## src/adc_port_regs.vh

```
// Constants for the converter serial host port
`ifndef ADC_PORT_REGS_VH
`define ADC_PORT_REGS_VH
`define CMD_BITS        8
`define RESULT_BITS     16
`define SETUP_CKMODE_HI 5
`define SETUP_CKMODE_LO 4
`define SETUP_REFSEL    2
`define SETUP_RESET     8'h20
`define CKMODE_CNV      2'h0
`define CKMODE_EXT      2'h3
`define CMD_CONV_BIT    7
`define CMD_SETUP_TOP   2'h1
`endif

```

## src/adc_serial_port_pins.v

```verilog
// Serial host port pin logic of the multichannel converter
// Function
// - Chip select low enables serial transfers
// - Chip select high tristates data output
// - Input bits captured on serial clock rise
// - Output bit changes on serial clock fall
// - End-of-conversion low only with valid result
// - Setup selects conversion-start input or channel
// - Setup selects negative reference or channel
// - End-of-conversion rises on select/start fall
// - Setup bits 5:4 are clock mode
`timescale 1ns/1ps
`include "adc_port_regs.vh"
module adc_serial_port_pins
#(
  parameter CONV_CYCLES = 16'd1750
)
(
  input  wire        clk,
  input  wire        sys_rst,
  input  wire        cs_n,
  input  wire        sclk,
  input  wire        din,
  output reg         dout_q,
  output reg         dout_oe_q,
  output reg         eoc_n_q,
  input  wire        convreq_or_channel_pin,
  output reg         convreq_enable_q,
  output reg         refneg_select_q,
  output reg  [1:0]  clock_mode_q,
  output reg  [15:0] result_q
);
  wire cs_lvl;
  wire cs_rise;
  wire cs_fall;
  wire sclk_lvl;
  wire sclk_rise;
  wire sclk_fall;
  wire din_lvl;
  wire cnv_lvl;
  wire cnv_rise;
  wire cnv_fall;

  edge_sync u_cs (.clk(clk), .sys_rst(sys_rst), .pin(cs_n),
    .level_q(cs_lvl), .rise(cs_rise), .fall(cs_fall));
  edge_sync u_sclk (.clk(clk), .sys_rst(sys_rst), .pin(sclk),
    .level_q(sclk_lvl), .rise(sclk_rise), .fall(sclk_fall));
  edge_sync u_din (.clk(clk), .sys_rst(sys_rst), .pin(din),
    .level_q(din_lvl), .rise(), .fall());
  edge_sync u_cnv (.clk(clk), .sys_rst(sys_rst), .pin(convreq_or_channel_pin),
    .level_q(cnv_lvl), .rise(cnv_rise), .fall(cnv_fall));

  // Din is sampled one cycle later than sclk so that edge and data align
  reg  [7:0]  shift_q;
  reg  [3:0]  bit_cnt_q;
  reg         first_q;
  reg  [7:0]  setup_q;
  reg  [15:0] out_sr_q;
  reg  [15:0] conv_cnt_q;
  reg         busy_q;
  reg         valid_q;
  wire [7:0]  byte_in = {shift_q[6:0], din_lvl};
  wire        byte_done = (bit_cnt_q == 4'd7);
  wire [1:0]  mode_now = setup_q[`SETUP_CKMODE_HI:`SETUP_CKMODE_LO];
  wire        cnv_pin_on = (mode_now != 2'h2) && (mode_now != `CKMODE_EXT);
  reg         rise_d1_q;

  always @(posedge clk)
  begin
    if (sys_rst)
      rise_d1_q <= 1'b0;
    else
      rise_d1_q <= sclk_rise & ~cs_lvl;
  end

  always @(posedge clk)
  begin
    if (sys_rst)
    begin
      shift_q    <= 8'h00;
      bit_cnt_q  <= 4'h0;
      first_q    <= 1'b1;
      setup_q    <= `SETUP_RESET;
      out_sr_q   <= 16'h0000;
      conv_cnt_q <= 16'h0000;
      busy_q     <= 1'b0;
      valid_q    <= 1'b0;
      result_q   <= 16'h0000;
    end
    else
    begin
      if (cs_fall)
      begin
        bit_cnt_q <= 4'h0;
        first_q   <= 1'b1;
        valid_q   <= 1'b0;
      end
      else if (rise_d1_q)
      begin
        shift_q   <= byte_in;
        bit_cnt_q <= byte_done ? 4'h0 : bit_cnt_q + 4'h1;
        if (byte_done)
        begin
          first_q <= 1'b0;
          // Only the leading byte is decoded as a command
          if (first_q && byte_in[`CMD_CONV_BIT] && mode_now == 2'h2)
          begin
            busy_q     <= 1'b1;
            conv_cnt_q <= 16'h0000;
          end
          else if (first_q && byte_in[7:6] == `CMD_SETUP_TOP)
            setup_q <= {2'b01, byte_in[5:0]};
        end
      end
      if (cnv_fall && cnv_pin_on && !busy_q)
      begin
        busy_q     <= 1'b1;
        conv_cnt_q <= 16'h0000;
        valid_q    <= 1'b0;
      end
      else if (busy_q)
      begin
        conv_cnt_q <= conv_cnt_q + 16'h0001;
        if (conv_cnt_q == CONV_CYCLES - 16'd1)
        begin
          busy_q   <= 1'b0;
          valid_q  <= 1'b1;
          result_q <= {6'h00, conv_cnt_q[9:0] ^ {2'b00, setup_q}};
          out_sr_q <= {6'h00, conv_cnt_q[9:0] ^ {2'b00, setup_q}};
        end
      end
      else if (sclk_fall && !cs_lvl)
        out_sr_q <= {out_sr_q[14:0], 1'b0};
    end
  end

  always @(posedge clk)
  begin
    if (sys_rst)
    begin
      dout_q           <= 1'b0;
      dout_oe_q        <= 1'b0;
      eoc_n_q          <= 1'b1;
      convreq_enable_q <= 1'b0;
      refneg_select_q  <= 1'b0;
      clock_mode_q     <= 2'h2;
    end
    else
    begin
      dout_oe_q <= ~cs_lvl;
      if (cs_fall)
        dout_q <= out_sr_q[15];
      else if (sclk_fall && !cs_lvl)
        dout_q <= out_sr_q[14];
      if (mode_now == `CKMODE_EXT)
        eoc_n_q <= 1'b1;
      else if (cs_fall || cnv_fall)
        eoc_n_q <= 1'b1;
      else
        eoc_n_q <= ~valid_q;
      convreq_enable_q <= cnv_pin_on;
      refneg_select_q  <= setup_q[`SETUP_REFSEL];
      clock_mode_q     <= mode_now;
    end
  end
endmodule

```

## src/edge_sync.v

```verilog
// Two-flop synchroniser with edge detection
`timescale 1ns/1ps
module edge_sync
(
  input  wire clk,
  input  wire sys_rst,
  input  wire pin,
  output reg  level_q,
  output wire rise,
  output wire fall
);
  reg meta_q;
  reg sync_q;
  always @(posedge clk)
  begin
    if (sys_rst)
    begin
      meta_q  <= 1'b1;
      sync_q  <= 1'b1;
      level_q <= 1'b1;
    end
    else
    begin
      meta_q  <= pin;
      sync_q  <= meta_q;
      level_q <= sync_q;
    end
  end
  assign rise = sync_q & ~level_q;
  assign fall = ~sync_q & level_q;
endmodule

```

## config.mk

```make
export PLATFORM = sky130hd
export DESIGN_NAME = adc_serial_port_pins
export DESIGN_NICKNAME = d
export VERILOG_FILES = /design/src/adc_serial_port_pins.v /design/src/edge_sync.v
export VERILOG_INCLUDE_DIRS = /design/src
export SDC_FILE = /design/constraint.sdc
export NUM_CORES = 1
export LEC_CHECK = 0
export ABC_AREA = 1
export BUFFER_PORTS_ARGS = -buffer_cell sky130_fd_sc_hd__buf_4
export CAP_MARGIN = 20
export CORE_MARGIN = 1
export CORE_UTILIZATION = 59
export CTS_BUF_LIST = sky130_fd_sc_hd__clkbuf_16
export DETAILED_ROUTE_END_ITERATION = 6
export HOLD_SLACK_MARGIN = 0.05
export PLACE_DENSITY = 0.76
export SLEW_MARGIN = 20
export SYNTH_ARGS = -nofsm -noshare
export SYNTH_HDL_FRONTEND = slang
export SYNTH_HIERARCHICAL = 1
export SYNTH_SLANG_ARGS = --single-unit
```

## constraint.sdc

```tcl
create_clock -name clk -period 1.5 [get_ports clk]
set_input_delay 0.075 -clock clk [delete_from_list [all_inputs] [get_ports clk]]
set_output_delay 0.075 -clock clk [all_outputs]
set_load 0.05 [all_outputs]
```

# Word level (Yosys, flattened, before mapping)
# Cells that the tools add are included.
totals:
  wordCells: 99
  reg_bits: 83
  input_bits: 6
classes:
  reduce_logical: 24
  bitwise_logic: 15
  muxes: 21
  n_eq_ne: 9
  addsub: 2
op_table:
  columns: ["operator", "count"]
  rows:
  - ["$mux W16", 8]
  - ["$add A16 B1 Y16 const B", 1]
  - ["$eq A16 B11 Y1 const B", 1]
  - ["$mux W1", 12]
  - ["$reduce_bool A2 Y1", 5]
  - ["$xor A10 B7 Y10", 1]
  - ["$not A1 Y1", 9]
  - ["$logic_and A1 B1 Y1", 7]
  - ["$reduce_and A3 Y1", 2]
  - ["$and A1 B1 Y1", 5]
  - ["$reduce_and A5 Y1", 1]
  - ["$add A4 B1 Y4 const B", 1]
  - ["$eq A2 B2 Y1 const B", 2]
  - ["$eq A4 B3 Y1 const B", 1]
  - ["$mux W4", 1]
  - ["$ne A2 B1 Y1 const B", 2]
  - ["$ne A2 B2 Y1 const B", 2]
  - ["$reduce_and A2 Y1", 2]
  - ["$reduce_and A4 Y1", 1]
  - ["$reduce_or A2 Y1", 2]
  - ["$reduce_or A3 Y1", 1]
  - ["$eq A2 B1 Y1 const B", 1]
  - ["$logic_not A1 Y1", 2]
  - ["$logic_or A1 B1 Y1", 1]

# Depth between registers and ports, before layout
# Gate-level depths: netlist of the first run.
depth:
  ltp_word: 9
  depth_mapped: 11
  ltp_nobuf: 11

# By module
# The synthesis of the first run kept the hierarchy.
modules_own_cells:
  columns: ["module", "cells_each", "instances", "seq_area_each_um2", "area_each_um2"]
  rows:
  - ["adc_serial_port_pins", 485, 1, 1421.4, 3368.2]
  - ["edge_sync", 13, 4, 60.1, 97.6]

# Worst setup path after synthesis of the first run
# OpenSTA, ideal clock, no wires.
synth_path:
  path_kind: "reg2reg"
  from: "reg conv_cnt_q[0]"
  to: "reg out_sr_q[10]"
  stages_incl_launch_ff: 10
  slack_ns: 0.147
  setup_time_ns: 0.115
  period_less_slack_ns: 1.353
  arrival_ns: 1.238
  path_cell_list: "dfxtp_1 -> ha_1 -> nand2_1 -> inv_1 -> nand2_1 -> nor2_2 -> nand2_2 -> buf_2 -> a21oi_1 -> nor2_1"
synth_via:
  elab_chain_len: 3
synth_lines:
  columns: ["item", "line", "source"]
  rows:
  - ["from (decl)", "adc_serial_port_pins.v:59", "reg [15:0] conv_cnt_q;"]
  - ["from (signal assigned)", "adc_serial_port_pins.v:123", "conv_cnt_q <= conv_cnt_q + 16'h0001;"]
  - ["$eq A16 B11 Y1", "adc_serial_port_pins.v:124", "if (conv_cnt_q == CONV_CYCLES - 16'd1)"]
  - ["$ne A2 B1 Y1 (no line)", null, null]
  - ["$reduce_and A3 Y1 (no line)", null, null]
  - ["to (signal assigned)", "adc_serial_port_pins.v:129", "out_sr_q <= {6'h00, conv_cnt_q[9:0] ^ {2'b00, setup_q}};"]
  - ["to (signal assigned)", "adc_serial_port_pins.v:133", "out_sr_q <= {out_sr_q[14:0], 1'b0};"]
  - ["to (decl)", "adc_serial_port_pins.v:58", "reg [15:0] out_sr_q;"]
# No other way between the ends.
# A chain may end at the register's enable or synchronous reset.

# Worst setup path after layout of the first run
layout_path:
  from: "reg bit_cnt_q[1]"
  to: "reg conv_cnt_q[9]"
layout_via:
  elab_chain_len: 3
layout_lines:
  columns: ["item", "line", "source"]
  rows:
  - ["from (decl)", "adc_serial_port_pins.v:55", "reg [3:0] bit_cnt_q;"]
  - ["from (signal assigned)", "adc_serial_port_pins.v:101", "bit_cnt_q <= byte_done ? 4'h0 : bit_cnt_q + 4'h1;"]
  - ["$eq A4 B3 Y1", "adc_serial_port_pins.v:63", "wire byte_done = (bit_cnt_q == 4'd7);"]
  - ["$reduce_bool A2 Y1 (no line)", null, null]
  - ["$reduce_and A4 Y1 (no line)", null, null]
# No other way between the ends.

==> results_dict.tcl, run 1 <==
set metrics [dict create \
    wl_per_cell_um 12.76 \
    worstPathCellList "ha_2, nand3_4, nor2_4, nand3_4, nand2_1, nand2_1, inv_1, nor2_1" \
    critical_path_class "reg -> reg" \
    fin_skew_ns 0.007366 \
    cts_buffer_depth 2 \
    vias 3422 \
    finalWorstSetupSlack_ns 0.04394 \
    p_sw_share_pct 21.09 \
    core_um2 6026 \
    cts_made_buffers 9 \
    fin_util_pct 74.98 \
    antenna_found_initial 0 \
    layout.nets 582 \
    seq_power_share_pct 47.2 \
    drt_first_pass_iters 4 \
    pre_cts_ws_ns 0.02189 \
    ios 29 \
    whs_ns 0.08023 \
    die_h_um 81.62 \
    drive_above_1_share_pct 17.30 \
    synth_area_um2 3740 \
    cp.required_ns 1.73 \
    dp_hpwl_um 5533 \
    drtIter0Drc 236 \
    yosys_warnings 6 \
    ant_nets 0 \
    critPathArrivalTime_ns 1.68 \
    p_comb_share_pct 3.4 \
    routabilityCongestion 0.8937 \
    grt_pass1_wl_um 12940 \
    switchingPower_w 0.0009952 \
    grt_pass1_vias 2955 \
    power.share.clock_pct 49.4 \
    grt_max_degree 33 \
    grt_usage_pct 25.75 \
    vdd_drop_max_mv 0.7616 \
    grt_overflow 0 \
    power.density_nw_per_um2 1045 \
    internal-power_w 0.003725 \
    path_clk_slew_ns 0.06 \
    vias_per_cell 5.240 \
    cp-start-kind "flip-flop" \
    rows 28 \
    p_leak_nw 2.158 \
    fp.dieW_um 81.62 \
    timing.fmax_mhz 686.8 \
    syn_to_final_growth_pct 20.81 \
    outcome "finished clean" \
    crit_path_max_incr_delay_ns 0.36 \
    end_kind "flip-flop" \
    cts_root_buffer "clkbuf_16" \
    final_hold_viol_count 0 \
    hold_class "in -> reg" \
    num_antenna_cells 0 \
    syn_avg_cell_area_um2 7.030 \
    portBuffers 22 \
    maxCapViolCount 0 \
    worstPathMaxFanout 7 \
    post-route-drc-count 0 \
    clock_latency_ns 0.33 \
    fin_crit_sh_pct 97.07 \
    cp_slowest_cell "dfxtp_2" \
    min_period_ns 1.456 \
    cts_tree "done" \
    wl_um 8333 \
    setup_viol 0 \
    die_area_um2 6661 \
    htreeDepth 3 \
    finalMaxSlewViolations 0 \
    syn_inst 532 \
    cts.sink_count 83 \
    start_util_pct 62.06 \
]
repair_timing:
action,in CTS,in global routing
setup endpoints to repair,8,45
endpoints found under the hold margin,4,0
pin swaps,1,5
setup buffers,0,1
gates resized for setup,3,26
hold buffers,4,0
power groups by stage:
| stage | clock (W) | sequential (W) | combinational, W |
|---|---|---|---|
| 5_1_grt | 0.00245 | 0.00223 | 0.000176 |
| 6_report | 0.00233 | 0.00223 | 0.000161 |
| 4_1_cts | 0.00236 | 0.00223 | 0.000158 |
| 3_5_place_dp | 0 | 0.00228 | 0.000148 |
| 3_3_place_gp | 0 | 0.00228 | 0.000145 |
| 2_1_floorplan | 0 | 0.00228 | 0.000114 |
worst max-delay path: cells and delay by family, from the launching register on:
family	cells	cell delay, ns
adders and majority gates	1	0.22
buffers and inverters	1	0.06
DFF	1	0.36
and+or+nand+nor	6	0.71
worst paths after layout:
path | from | to | slack [ns] | depth (start not counted)
max reg2reg | bit_cnt_q[1] | conv_cnt_q[9] | 0.04 | 8
min reg2reg | u_din/meta_q | u_din/sync_q | 0.41 | 2
max | bit_cnt_q[1] | conv_cnt_q[9] | 0.04 | 8
min | sys_rst | refneg_select_q | 0.08 | 2
cell usage in the layout (no fill, tap or decap), types with 7 or more instances in the layout:
| cell type | instances |
|---|---|
| buf_4 | 40 |
| nor2_2 | 7 |
| o21ai_0 | 31 |
| nor2_1 | 77 |
| nand3_1 | 43 |
| nand2_1 | 107 |
| dfxtp_1 | 77 |
| clkbuf_16 | 9 |
| a21oi_1 | 40 |
| inv_1 | 70 |
metrics by stage:
| step | setup TNS [ns] | cells | total power, W | instance area, um^2 |
|---|---|---|---|---|
| CTS | -0.01114 | 652 | 0.004746 | 4420 |
| global placement | 0 | 632 | 0.002423 | 4056 |
| finish | 0 | 653 | 0.004720 | 4518 |
| detailed placement | 0 | 632 | 0.002426 | 4056 |
| floorplan | 0 | 537 | 0.002396 | 3759 |
| global route | -0.1258 | 653 | 0.004852 | 4518 |
routing by layer:
| layer | vias up | track usage, % | wire (um) | share of wire (%) |
|---|---|---|---|---|
| met1 | 1583 | 30.84 | 3577 | 43 |
| li1 | 1742 | - | - | - |
| met2 | 80 | 45.25 | 4271 | 51 |
| met3 | 17 | 5.778 | 321 | 3.9 |
| met5 | - | 0 | 0 | 0 |
| met4 | 0 | 8.772 | 163 | 2.0 |
layout make-up:
| class | count | area, um^2 |
|---|---|---|
| well taps | 75 | 93.84 |
| repair buffers | 49 | 414.1 |
| clock inverters | 7 | 92.59 |
| flip-flops and latches | 83 | 1669 |
| clock buffers | 9 | 225.2 |
| fillers | 488 | 1508 |
| inverters | 75 | 281.5 |
| multi-input cells | 355 | 1742 |
sequential cells by signal (all words and copies together), names as in the netlist, 2 cells and up:
signal	count
out_sr_q	16
result_q	10
setup_q	7
conv_cnt_q	16
bit_cnt_q	4
shift_q	7
clock_mode_q	2
No activity file was read; power rests on OpenSTA's default activity.
==> run 2, diff against run 1 <==
--- a/config.mk
+++ b/config.mk
@@ -9,6 +9,7 @@
 export ABC_AREA = 1
 export BUFFER_PORTS_ARGS = -buffer_cell sky130_fd_sc_hd__buf_4
 export CAP_MARGIN = 20
+export CORE_ASPECT_RATIO = 0.9
 export CORE_MARGIN = 1
 export CORE_UTILIZATION = 59
 export CTS_BUF_LIST = sky130_fd_sc_hd__clkbuf_16
==> constraint.sdc (replaced) <==
create_clock -name clk -period 1.5 [get_ports clk]
set_input_delay 0.075 -clock clk [delete_from_list [all_inputs] [get_ports clk]]
set_output_delay 0.075 -clock clk [all_outputs]
set_load 0.01 [all_outputs]
==> results_dict.tcl, run 2 (synthesized netlist as in run 1, its figures left out) <==
set metrics [dict create \
    ios 29 \
    drt_first_pass_iters 5 \
    layout.nets 580 \
    rsz0062_at_grt "false" \
    critical_path_class "reg -> reg" \
    fin_skew_ns 0.007109 \
    die_area_um2 6661 \
    cp_common_cell "inv_1" \
    final_hold_viol_count 0 \
    core_um2 6115 \
    grt_usage_pct 25.73 \
    cts_tree "done" \
    outcome "finished clean" \
    die_h_um 77.53 \
    worstPathCellList "inv_1, nor2_1, inv_1, nand2_1, nor3_4, nand2_4, o21ai_0, a21oi_1" \
    worstPathMaxFanout 9 \
    cts_made_buffers 9 \
    clock_latency_ns 0.34 \
    grt_pass1_vias 2965 \
    min_period_ns 1.414 \
    portBuffers 22 \
    path_clk_slew_ns 0.06 \
    htreeDepth 3 \
    setup_viol 0 \
    final_common_cell "nand2_1" \
    drtIter0Drc 228 \
    grt_overflow 0 \
    grt_pass1_wl_um 13420 \
    end_kind "flip-flop" \
    cts_buffer_depth 2 \
    drive_above_1_share_pct 16.52 \
    cp-start-kind "flip-flop" \
    dp_hpwl_um 5537 \
    cts.sink_count 83 \
    timing.fmax_mhz 707.4 \
    maxCapViolCount 0 \
    routabilityCongestion 0.9181 \
    syn_to_final_growth_pct 19.27 \
    vias 3411 \
    crit_path_max_incr_delay_ns 0.32 \
    fin_crit_sh_pct 94.24 \
    nFillCells 469 \
    cp_slowest_cell "dfxtp_1" \
    hold_class "in -> reg" \
    ant_nets 0 \
    vias_per_cell 5.153 \
    finalMaxSlewViolations 0 \
    post-route-drc-count 0 \
    p_leak_nw 2.112 \
    vdd_drop_max_mv 0.8951 \
    final_cell_mix "nand2_1 (107), nor2_1 (78), dfxtp_1 (78)" \
    cp.required_ns 1.73 \
    wl_per_cell_um 12.55 \
    num_antenna_cells 0 \
    wl_um 8307 \
    whs_ns 0.07210 \
    rows 27 \
    power.density_nw_per_um2 1014 \
    cts_root_buffer "clkbuf_16" \
    antenna_found_initial 0 \
    critPathArrivalTime_ns 1.64 \
    fp.dieW_um 85.92 \
    tns_ns 0 \
    top_regs "conv_cnt_q (16), out_sr_q (16), result_q (10)" \
    start_util_pct 61.16 \
    grt_max_degree 37 \
]
==> run 2: cell count changes in the layout (fill, tap and decap cells not counted), moves of 2 or more <==
cell,previous run,this run
buf_4,40,38
nor2_4,5,3
o21ai_0,31,33
o21ai_1,2,0
==> run 2: area by class of cell <==
cell class	count	area (um^2)	share of cell area [%]
multi-input combinational	355	1720	38.57
clock buffer	9	225.2	5.049
tap	87	108.9	2.440
timing repair buffer	47	390.4	8.752
inverter	75	284.0	6.367
clock inverter	6	63.81	1.431
sequential	83	1668	37.39
==> run 2: worst paths after layout <==
check / start / end / cells past startpoint / slack, ns
worst max-delay path: u_cs/level_q / setup_q[2] / 8 / 0.09
worst min-delay path: sys_rst / result_q[9] / 2 / 0.07
worst max register to register: u_cs/level_q / setup_q[2] / 8 / 0.09
worst min register to register: u_din/sync_q / u_din/level_q / 2 / 0.40
==> run 2: critical path: cells and delay by family, from the launching register on <==
family          cells  cell delay (ns)
compound gates      2             0.23
buf+inv             2             0.15
flops               1             0.32
simple gates        4             0.59
==> run 2: repair_timing <==
item,CTS,global route
setup buffers,0,1
pin swaps,0,5
endpoints found under the hold margin,4,0
resized for setup,2,21
setup endpoints to repair,3,43
hold buffers,4,0
gates cloned,0,0
==> run 2: report_power, final <==
part	switching, W	leakage [nW]	total (W)	internal [W]
combinational	0.0000795	1.30	0.000127	0.0000478
clock	0.000885	0.140	0.00217	0.00128
sequential	0.00000717	0.674	0.00223	0.00222
==> run 2: per-stage QoR <==
step | utilization, % | total power (W) | setup WS, ns | instance area (um^2) | std cells
floorplan | - | 0.002364 | 0.1468 | 3759 | 537
global placement | 66.13 | 0.002391 | 0.03361 | 4044 | 642
detailed placement | 66.13 | 0.002394 | 0.02545 | 4044 | 642
CTS | 71.74 | 0.004550 | 0.0006271 | 4387 | 661
global route | 72.95 | 0.004648 | 0.006259 | 4461 | 662
finish | 72.95 | 0.004524 | 0.08633 | 4461 | 662
==> run 2: routing by layer <==
layer	up-vias	global-route usage, %	wire (um)
met5	-	0	0
met4	0	9.167	155
met3	19	6.809	543
met2	117	40.79	3794
met1	1539	33.71	3814
li1	1736	-	-
